### src/shared/smdg_defines.svh
// Operation
// - idle: processor clock stops; serial, converter, memory, timers, interrupts run.
// - power-down: main oscillator stops, register contents kept, all else off.
// - power-down exits only on external interrupt or hardware reset.
// - power-save: asynchronous timer keeps running while the rest sleeps.
// - noise reduction: only asynchronous timer, converter and main oscillator clocks run.
// - standby: main oscillator runs while all other logic sleeps.
// - extended standby: main oscillator and asynchronous timer both run.
`ifndef SMDG_DEFINES_SVH
`define SMDG_DEFINES_SVH

// ----------------------------------------
// mode encodings
// ----------------------------------------
`define SMDG_MODE_IDLE      3'h0
`define SMDG_MODE_NOISE     3'h1
`define SMDG_MODE_PDOWN     3'h2
`define SMDG_MODE_PSAVE     3'h3
`define SMDG_MODE_STANDBY   3'h6
`define SMDG_MODE_XSTANDBY  3'h7

// ----------------------------------------
// clock enable vector bit positions
// ----------------------------------------
`define SMDG_EN_OSC   0
`define SMDG_EN_CPU   1
`define SMDG_EN_IO    2
`define SMDG_EN_ADC   3
`define SMDG_EN_ASY   4
`define SMDG_EN_W     5
`define SMDG_EN_ALL   5'h1f

`endif

### src/shared/smdg_pkg.sv
`default_nettype none
package smdg_pkg;
  typedef enum logic [2:0] {
    SMDG_ACTIVE = 3'h1,
    SMDG_SLEEP  = 3'h2,
    SMDG_WAKE   = 3'h4
  } smdg_state_type;

  typedef struct packed {
    logic ext_irq;
    logic int_irq;
  } smdg_wake_type;

  typedef struct packed {
    logic asy;
    logic adc;
    logic io;
    logic cpu;
    logic osc;
  } smdg_clk_en_type;
endpackage
`default_nettype wire

### src/smdg_sync.sv
`default_nettype none
module smdg_sync (
  input  wire logic clk,
  input  wire logic rst_n,
  input  wire logic d,
  output logic      q
);
  logic [1:0] st;
  logic [1:0] next_st;

  always_comb begin
    next_st = {st[0], d};
  end

  always_ff @(posedge clk) begin
    if (!rst_n) begin
      st <= 2'h0;
    end else begin
      st <= next_st;
    end
  end

  assign q = st[1];
endmodule // smdg_sync
`default_nettype wire

### src/smdg_ctrl.sv
`include "smdg_defines.svh"
`default_nettype none
module smdg_ctrl (
  input  wire logic                    clk,
  input  wire logic                    rst_n,
  input  wire logic [2:0]              mode_sel,
  input  wire logic                    sleep_req,
  input  wire logic                    ext_irq_pin,
  input  wire logic                    int_irq,
  output var smdg_pkg::smdg_clk_en_type clk_en,
  output logic                         sleeping,
  output logic                         mode_bad
);
  // ----------------------------------------
  // state
  // ----------------------------------------
  typedef struct packed {
    smdg_pkg::smdg_state_type  fsm;
    logic [2:0]                mode;
    smdg_pkg::smdg_clk_en_type en;
    logic                      bad;
  } smdg_regs_type;

  smdg_regs_type r;
  smdg_regs_type next_r;
  smdg_pkg::smdg_wake_type wake;
  logic ext_sync;
  logic mode_ok;
  logic wake_ok;
  smdg_pkg::smdg_clk_en_type sleep_en;

  // pin is asynchronous, so two flops first
  smdg_sync u_ext_sync (
    .clk   (clk),
    .rst_n (rst_n),
    .d     (ext_irq_pin),
    .q     (ext_sync)
  );

  assign wake.ext_irq = ext_sync;
  assign wake.int_irq = int_irq;

  // ----------------------------------------
  // per-mode clock map
  // ----------------------------------------
  always_comb begin
    sleep_en = '0;
    mode_ok  = 1'b1;
    case (mode_sel)
      `SMDG_MODE_IDLE: begin
        sleep_en = '{asy: 1'b1, adc: 1'b1, io: 1'b1, cpu: 1'b0,
                     osc: 1'b1};
      end
      `SMDG_MODE_NOISE: begin
        sleep_en = '{asy: 1'b1, adc: 1'b1, io: 1'b0, cpu: 1'b0,
                     osc: 1'b1};
      end
      `SMDG_MODE_PDOWN: begin
        sleep_en = '0;
      end
      `SMDG_MODE_PSAVE: begin
        sleep_en = '{asy: 1'b1, adc: 1'b0, io: 1'b0, cpu: 1'b0,
                     osc: 1'b0};
      end
      `SMDG_MODE_STANDBY: begin
        sleep_en = '{asy: 1'b0, adc: 1'b0, io: 1'b0, cpu: 1'b0,
                     osc: 1'b1};
      end
      `SMDG_MODE_XSTANDBY: begin
        sleep_en = '{asy: 1'b1, adc: 1'b0, io: 1'b0, cpu: 1'b0,
                     osc: 1'b1};
      end
      default: begin
        // reserved codes are refused; sleep is not entered
        mode_ok = 1'b0;
      end
    endcase
  end

  // ----------------------------------------
  // wake qualification
  // ----------------------------------------
  always_comb begin
    // power-down alone cannot see internal events; power-save still takes them
    if (r.mode == `SMDG_MODE_PDOWN) begin
      wake_ok = wake.ext_irq;
    end else begin
      wake_ok = wake.ext_irq | wake.int_irq;
    end
  end

  // ----------------------------------------
  // sequencer
  // ----------------------------------------
  always_comb begin
    next_r = r;
    case (r.fsm)
      smdg_pkg::SMDG_ACTIVE: begin
        if (sleep_req) begin
          next_r.bad = ~mode_ok;
          if (mode_ok) begin
            next_r.mode = mode_sel;
            next_r.en   = sleep_en;
            next_r.fsm  = smdg_pkg::SMDG_SLEEP;
          end
        end
      end
      smdg_pkg::SMDG_SLEEP: begin
        if (wake_ok) begin
          next_r.en  = `SMDG_EN_ALL;
          next_r.fsm = smdg_pkg::SMDG_WAKE;
        end
      end
      smdg_pkg::SMDG_WAKE: begin
        // held until the request drops, so a held request does not re-enter at once
        if (!sleep_req) begin
          next_r.fsm = smdg_pkg::SMDG_ACTIVE;
        end
      end
      default: begin
        next_r.fsm = smdg_pkg::SMDG_ACTIVE;
        next_r.en  = `SMDG_EN_ALL;
      end
    endcase
  end

  always_ff @(posedge clk) begin
    if (!rst_n) begin
      r.fsm  <= smdg_pkg::SMDG_ACTIVE;
      r.mode <= `SMDG_MODE_IDLE;
      r.en   <= `SMDG_EN_ALL;
      r.bad  <= 1'b0;
    end else begin
      r <= next_r;
    end
  end

  assign clk_en   = r.en;
  assign sleeping = (r.fsm == smdg_pkg::SMDG_SLEEP);
  assign mode_bad = r.bad;

  // ----------------------------------------
  // checks
  // ----------------------------------------
  property p_idle_map;
    @(posedge clk) disable iff (!rst_n)
      (sleeping && r.mode == `SMDG_MODE_IDLE) |->
        (!clk_en.cpu && clk_en.io && clk_en.adc && clk_en.osc);
  endproperty
  a_idle_map: assert property (p_idle_map)
    else $error("idle clock map wrong");

  property p_pdown_map;
    @(posedge clk) disable iff (!rst_n)
      (sleeping && r.mode == `SMDG_MODE_PDOWN) |-> (clk_en == '0);
  endproperty
  a_pdown_map: assert property (p_pdown_map)
    else $error("power-down left a clock running");

  property p_pdown_wake;
    @(posedge clk) disable iff (!rst_n)
      (sleeping && r.mode == `SMDG_MODE_PDOWN && !ext_sync) |=> sleeping;
  endproperty
  a_pdown_wake: assert property (p_pdown_wake)
    else $error("power-down left without external event");

  property p_psave_map;
    @(posedge clk) disable iff (!rst_n)
      (sleeping && r.mode == `SMDG_MODE_PSAVE) |->
        (clk_en.asy && !clk_en.osc && !clk_en.cpu && !clk_en.io &&
         !clk_en.adc);
  endproperty
  a_psave_map: assert property (p_psave_map)
    else $error("power-save clock map wrong");

  property p_noise_map;
    @(posedge clk) disable iff (!rst_n)
      (sleeping && r.mode == `SMDG_MODE_NOISE) |->
        (clk_en.asy && clk_en.adc && !clk_en.io && !clk_en.cpu);
  endproperty
  a_noise_map: assert property (p_noise_map)
    else $error("noise reduction clock map wrong");

  property p_stby_map;
    @(posedge clk) disable iff (!rst_n)
      (sleeping && r.mode == `SMDG_MODE_STANDBY) |->
        (clk_en.osc && !clk_en.asy && !clk_en.io && !clk_en.adc &&
         !clk_en.cpu);
  endproperty
  a_stby_map: assert property (p_stby_map)
    else $error("standby clock map wrong");

  property p_xstby_map;
    @(posedge clk) disable iff (!rst_n)
      (sleeping && r.mode == `SMDG_MODE_XSTANDBY) |->
        (clk_en.osc && clk_en.asy && !clk_en.cpu);
  endproperty
  a_xstby_map: assert property (p_xstby_map)
    else $error("extended standby clock map wrong");

  property p_bad_mode;
    @(posedge clk) disable iff (!rst_n)
      (!sleeping && r.fsm == smdg_pkg::SMDG_ACTIVE && sleep_req && !mode_ok)
        |=> (!sleeping && mode_bad);
  endproperty
  a_bad_mode: assert property (p_bad_mode)
    else $error("reserved mode entered sleep");

  property p_wake_restore;
    @(posedge clk) disable iff (!rst_n)
      (sleeping && wake_ok) |=> (!sleeping && clk_en == `SMDG_EN_ALL);
  endproperty
  a_wake_restore: assert property (p_wake_restore)
    else $error("wake did not restore clocks");

endmodule // smdg_ctrl
`default_nettype wire

### config.mk
export PLATFORM = sky130hd
export DESIGN_NAME = smdg_ctrl
export DESIGN_NICKNAME = d
export VERILOG_FILES = /design/src/shared/smdg_pkg.sv /design/src/smdg_sync.sv /design/src/smdg_ctrl.sv
export VERILOG_INCLUDE_DIRS = /design/src /design/src/shared
export SDC_FILE = /design/constraint.sdc
export NUM_CORES = 1
export LEC_CHECK = 0
export BUFFER_PORTS_ARGS = -buffer_cell sky130_fd_sc_hd__buf_2
export CORE_AREA = 8 8 46 48
export DETAILED_ROUTE_END_ITERATION = 7
export DIE_AREA = 0 0 54 56
export HOLD_SLACK_MARGIN = 0.1
export PLACE_DENSITY = 0.79
export SLEW_MARGIN = 20
export SYNTH_ARGS = -nofsm -noshare
export SYNTH_HDL_FRONTEND = slang
export SYNTH_HIERARCHICAL = 1
export SYNTH_SLANG_ARGS = --single-unit
### constraint.sdc
create_clock -name clk -period 2.25 [get_ports clk]
set_clock_uncertainty 0.15 [all_clocks]
set_input_delay 0.225 -clock clk [delete_from_list [all_inputs] [get_ports clk]]
set_output_delay 0.225 -clock clk [all_outputs]
set_load 0.05 [all_outputs]
### Yosys cells after proc, flatten, opt, wreduce, memory -nomap -nowiden

Cells that the tools add are included.

* bits in registers: 14
* latch bits: 0
* memory bits (writable): 0
* ROM bits: 0
* memories kept: 0

* $add $sub $neg: 0
* $mul: 0
* div/mod/pow operators: 0
* $lt $le $gt $ge: 0
* equality and inequality tests: 13
* shift operators: 0
* mux-type cells: 10
* bitwise logic cells: 3
* reductions and logical operators: 6

Operators with widths (number)
* 5-bit case mux with 5 select lines: 1
* 5-bit case mux with 3 select lines: 1
* 3-bit by 2-bit equality test with 1-bit output, second input constant: 4
* 12-bit 2-to-1 mux: 1
* 11-bit 2-to-1 mux: 1
* 3-bit equality test, second input constant: 3
* 3-bit case mux with 3 select lines: 1
* 4-bit AND reduction: 2
* 3-bit by 1-bit equality test with 1-bit output, second input constant: 2
* 3-bit 2-to-1 mux: 2
* 2-bit inequality test, second input constant: 3
* 6-bit OR reduction: 1
* 5-bit 2-to-1 mux: 1
* 3-bit logical NOT: 1
* 3-bit AND reduction: 1
* 1-bit 2-to-1 mux: 2
* 2-bit by 1-bit inequality test with 1-bit output, second input constant: 1
* 1-bit inverter: 2
* 2-bit AND reduction: 1
* 1-bit OR: 1

### Longest topological paths before layout

Gate-level depths: netlist (run 1).

* word-level depth: 6
* depth in mapped cells: 4

### Cells and area by module

The synthesis (run 1) kept the hierarchy.

Modules (own cells, without submodules)
* smdg_ctrl: times used 1, cells an instance 68, area each 626.9 sq um
* smdg_sync: times used 1, cells an instance 4, area each 52.6 sq um

### Worst setup path after synthesis (run 1)

Ideal clock, no wire load.

* path type: register -> register
* start point: reg r[8] (netlist name)
* end point: reg r (netlist bit clk_en[3])
* library setup time: 0.130 ns
* data arrival time: 1.340 ns
* data required time: 1.970 ns
* setup slack: 0.630 ns
* cell stages (with the launch flop): 5
* path buffers: 0
* cell sequence: dfxtp_1 > or3b_4 > a2111oi_4 > a21oi_2 > a2bb2oi_1

* longest elaborated chain between the ends: 4

RTL lines
* from (decl): line smdg_ctrl.sv:24 `smdg_regs_type r;`
* from (signal assigned): line smdg_ctrl.sv:134 `r <= next_r;`
* 3-bit by 2-bit equality test with 1-bit output (no line)
* 1-bit 2-to-1 mux: line smdg_ctrl.sv:85 `` if (r.mode == `SMDG_MODE_PDOWN) begin ``
* 2-bit by 1-bit inequality test with 1-bit output (no line)
* 4-bit AND reduction (no line)

Every way passes these cells.
A chain may end at the register's enable or synchronous reset.

### Final worst setup path (run 1)

Ends and elaborated chain as after synthesis.

==> results of run 1 <==
-- power by group through the flow --
stage	Combinational (mW)	Sequential, mW	Clock (mW)
finish	0.118	0.276	0.139
global route	0.128	0.279	0.161
CTS	0.119	0.277	0.144
detailed placement	0.117	0.282	0
global placement	0.116	0.281	0
floorplan	0.0970	0.282	0
-- cells by family after synthesis --
| group | Yosys count | synth area share (%) |
|---|---|---|
| AND/OR/NAND/NOR | 32 | 27.8 |
| AO/OA/AOI/OAI | 16 | 19.0 |
| flip-flops | 14 | 41.3 |
| multiplexers | 4 | 5.89 |
| buffers and inverters | 6 | 6.08 |
-- metal layers --
layer	track usage, %	part of all wire, %	vias up
li1	-	-	273
met1	11.7	45	252
met2	16.3	49	12
met3	2.41	3.7	4
met4	6.34	2.7	0
met5	0	0	-
-- flip-flops by register name (all words and copies together), names as in the netlist --
register / flops
r: 6
clk_en: 5
u_ext_sync/st: 2
mode_bad: 1
-- cell type report --
type	instances	area, um^2
clock buffer	3	22.5
fill	150	676
multi-input combinational	52	358
sequential	14	280
tap	16	20.0
timing repair buffer	15	80.1
-- final timing paths --
check	startpoint	end	cells past startpoint
max	r[8]$_SDFFE_PN0P_	clk_en[3]$_SDFFE_PN1P_	4
min	mode_sel[0]	r[6]$_SDFFE_PN0P_	3
max reg2reg	r[8]$_SDFFE_PN0P_	clk_en[3]$_SDFFE_PN1P_	4
min reg2reg	u_ext_sync/st[0]$_SDFF_PN0_	u_ext_sync/st[1]$_SDFF_PN0_	1
-- worst max-delay path: stages (launching register included) --
cell	delay, ps
dfxtp_1	320
or3b_4	420
a2111oi_4	420
a21oi_2	120
a2bb2oi_1	160
-- metrics by stage --
| step | hold slack [ps] | total power [mW] | area (um^2) |
|---|---|---|---|
| floorplan | 197 | 0.379 | 679 |
| global placement | 267 | 0.397 | 728 |
| detailed placement | 278 | 0.399 | 728 |
| CTS | 103 | 0.540 | 761 |
| global route | 110 | 0.568 | 761 |
| finish | 105 | 0.534 | 761 |
-- synth_stat cells (all sizes together) --
cell,instances,share of area (%)
a21boi,1,1.1
dfxtp,14,41
and4bb,1,1.8
o21ai,2,1.5
a2111oi,1,4.1
o211ai,1,1.1
a2bb2oi,1,1.3
and2,3,2.8
nand3b,1,1.1
nand2b,6,5.5
a21oi,6,5.0
nor2b,5,4.6
buf,5,5.5
nor2,4,2.2
or3b,1,1.7
clkbuf,1,0.55
nor4b,1,1.3
o21a,3,3.3
mux2i,4,5.9
nand2,6,3.3
o221a,1,1.7
and3b,1,1.3
nand3,3,2.2
==> flow_summary.ini, run 1 <==
[routing]
wl_per_cell_um = 14.2
via_per_inst = 5.41
dr.pass1.iters = 4
drt_first_iter_violations = 11
dr_total_vias = 541
postRouteAntennaNets = 0
drcViolationCount = 0
wirelength_um = 1420

[sta]
worst_slew_pin_slew_ps = 333
fin_ws_ps = 548
fin_crit_sh_pct = 75.6
min_period_ps = 1700
hold_viol_final = 0
maxSlewHeadroom_pct = 77.8
setup_tns_ps = 0
slew_violations = 0
setup_viol = 0
fmax_ghz = 0.588
rsz0062_at_grt = no

[grt]
grt_pass1_vias = 534
grt_pass1_wl_um = 2400
grtUsageTotal_pct = 10.3
grt_max_degree = 17
antenna_found_initial = 0
grt-ovfl-total = 0

[synth]
synth_nets = 80
synth_seq_cells = 14
synthDistinctLibCells = 24
syn-cell-area_um2 = 679
synthCells = 72
syn_avg_cell_area_um2 = 9.44
yosysSeqAreaShare_pct = 41.3
yosys_warnings = 6

[clock_tree]
cts-root-buf = clkbuf_4
cts_buffer_depth = 2
cts_resized = 0
clk_pin_slew_ps = 80
clk-insertion-delay-late_ps = 280
tritoncts = yes
cts_max_level = 1
clkSinkCount = 14
cts_buffers = 3
cts_hold_buf = 1
post-cts-setup-buffer-count = 0

[pwr]
switching_share_pct = 30.8
ir_drop_mv = 0.346
comb_power_share_pct = 22.2
pwr-share-clk_pct = 26.1
p_int_mw = 0.369
seqPwrFrac_pct = 51.7
power_per_cell_area_nw_per_um2 = 702
power.switching_mw = 0.165
leakagePower_nw = 0.317

[placed_design]
dpl.cell_count = 96
io_buffers = 14
place_congestion = 0.816
hpwl_um = 1040
post-place-ws_ps = 556

[floorplanning]
start_util_pct = 47.3
die_h_um = 56
fp.dieW_um = 54
core_area_um2 = 1440
std_cell_rows = 14
ios = 15
dieArea_um2 = 3020

[outcome]
status = completed

[worst_setup_path]
crit_arrival_ps = 1720
worstSetupPathType = flip-flop to flip-flop
cp-start-kind = flip-flop
end_kind = flip-flop
critPathMaxFanout = 4
cp_data_required_time_ps = 2260
r2r_slack_ps = 550

[cells_and_area]
area_delta_synth_final_pct = 12.0
diodes = 0
nets = 94
most-common-layout-cells = dfxtp_1 (14), buf_2 (14), nand2b_1 (6), nand2_1 (6)
final_util_pct = 53.0
drive_above_1_share_pct = 26.2
final_cells = 100

[worst_hold_path]
hold_class = input port to flip-flop

[job]
drv_cap = 0
(Power assumes the default switching activity.)
==> inputs of run 2 (changes only) <==
- clock period: 2.25 -> 1.6 ns (I/O delays scaled with it)
==> run 2 against run 1 <==
Compared with the run above:
- clock power rose by 45%
- routed wire length rose by 1.6%
- total power rose by 45%
- final area rose by 12%
- critical endpoint unchanged
- register-to-register slack got worse by 610 ps
- the flow now finishes with violations (setup timing)
- largest cell class unchanged
- sequential power rose by 41%
- maximum frequency rose by 2.4%
==> flow_summary.ini, run 2 (synthesis gave the netlist of run 1 again) <==
[worst_setup_path]
crit_buf_inv = 0
path_delay_family = compound AO/OA/AOI/OAI gates
r2r_slack_ps = -60
cpPeakStageDelay_ps = 410
r2r_cells = 4
critPathMaxFanout = 4
reg2reg_from = r[8]$_SDFFE_PN0P_
cp-start-kind = flip-flop
slowest_stage = or3b_4
cp_data_required_time_ps = 1620
end_kind = flip-flop
worstPathCellList = or3b_4 > a2111oi_4 > a21oi_2 > a2bb2oi_1
rr_endpoint = clk_en[3]$_SDFFE_PN1P_
crit_arrival_ps = 1680
worstSetupPathType = flip-flop to flip-flop

[clock_tree]
clkSinkCount = 14
cts_max_level = 1
cts-root-buf = clkbuf_4
cts_buffers = 3
clk-insertion-delay-late_ps = 290
tritoncts = yes
cts_buffer_depth = 2
clk_pin_slew_ps = 80

[routing]
via_per_inst = 5.21
dr_total_vias = 568
postRouteAntennaNets = 0
drcViolationCount = 0
dr.pass1.iters = 4
wl_per_cell_um = 13.2
wirelength_um = 1440
drt_first_iter_violations = 9

[worst_hold_path]
min_from = rst_n
hold_depth = 3
hold_class = input port to flip-flop
worst_hold_path.endpoint = clk_en[3]$_SDFFE_PN1P_

[cells_and_area]
diodes = 0
regMostFlops = r
drive_above_1_share_pct = 28.0
fillers = 134
nets = 103
most-common-layout-cells = buf_2 (13), dfxtp_1 (12), dlygate4sd3_1 (8), nand2b_1 (6), nand2_1 (6)
final_common_cell = buf_2
area_delta_synth_final_pct = 25.2
largest_register_ffs = 6

[placed_design]
place_congestion = 0.806
hpwl_um = 1000
io_buffers = 14

[sta]
rsz0062_at_grt = yes
holdWs_ps = 124
maxSlewHeadroom_pct = 77.2
slew_violations = 0
hold_viol_final = 0
setup_viol = 5
setup_tns_ps = -183
fmax_ghz = 0.602
min_period_ps = 1660
fin_ws_ps = -61.3
worst_slew_pin_slew_ps = 342
fin_crit_sh_pct = 104

[grt]
grt_pass1_vias = 526
antenna_found_initial = 0
grt-ovfl-total = 0
grt_pass1_wl_um = 2300
grtUsageTotal_pct = 10.1
grt_max_degree = 10

[job]
drv_cap = 0

[floorplanning]
ios = 15
std_cell_rows = 14
start_util_pct = 47.3
core_area_um2 = 1440
dieArea_um2 = 3020
die_h_um = 56
fp.dieW_um = 54

[pwr]
ir_drop_mv = 0.516
power_per_cell_area_nw_per_um2 = 908
leakagePower_nw = 0.359

[outcome]
status = complete, but fails checks
violations = setup timing
[run 2: timing repair]
item / in CTS / in global routing
hold buffers: 8 / 0
resized for setup: 1 / 2
hold endpoints to repair: 8 / 0
endpoints found under the setup margin: 4 / 6
buffers inserted: 2 / 0
pin swaps: 1 / 0
[run 2: worst max-delay path by stage]
stage | startpoint | end | slack (ps) | depth (start not counted)
CTS | r[8]$_SDFFE_PN0P_ | clk_en[3]$_SDFFE_PN1P_ | -50 | 4
floorplan | r[8]$_SDFFE_PN0P_ | clk_en[3]$_SDFFE_PN1P_ | 30 | 4
global placement | r[8]$_SDFFE_PN0P_ | clk_en[3]$_SDFFE_PN1P_ | -2 | 4
detailed placement | r[8]$_SDFFE_PN0P_ | clk_en[3]$_SDFFE_PN1P_ | -50 | 4
finish | r[8]$_SDFFE_PN0P_ | clk_en[3]$_SDFFE_PN1P_ | -60 | 4
global route | r[8]$_SDFFE_PN0P_ | clk_en[3]$_SDFFE_PN1P_ | -130 | 4
[run 2: layout make-up]
class | count | area [um^2] | area share [%]
multi-input cells | 52 | 358 | 42.1
repair buffers | 24 | 168 | 19.7
flip-flops and latches | 14 | 283 | 33.2
well taps | 16 | 20.0 | 2.35
clock buffers | 3 | 22.5 | 2.65
[run 2: per-stage QoR]
step                total power [mW]  setup WS [ps]  util (%)  area (um^2)  instances
global placement               0.558          -1.73      50.7          728         96
global route                   0.807           -127      59.2          851        109
finish                         0.772          -61.3      59.2          851        109
CTS                            0.774          -47.4      59.0          847        109
detailed placement             0.561          -51.2      50.7          728         96
floorplan                      0.533           33.9         -          679         72
[run 2: power breakdown]
| group | internal, mW | switching (mW) |
|---|---|---|
| clock network | 0.0876 | 0.114 |
| logic | 0.0729 | 0.109 |
| registers | 0.373 | 0.0156 |
| total | 0.534 | 0.239 |
[run 2: layer usage]
| layer | global-route usage, % | up-vias | wire [um] |
|---|---|---|---|
| li1 | - | 288 | - |
| met4 | 8.45 | 0 | 54 |
| met1 | 11.0 | 264 | 632 |
| met3 | 1.60 | 5 | 42 |
| met5 | 0 | - | 0 |
| met2 | 15.9 | 11 | 711 |
[run 2: worst min-delay path: stages]
cell	delay (ps)
buf_2	150
nand2b_1	70
a2bb2oi_1	130
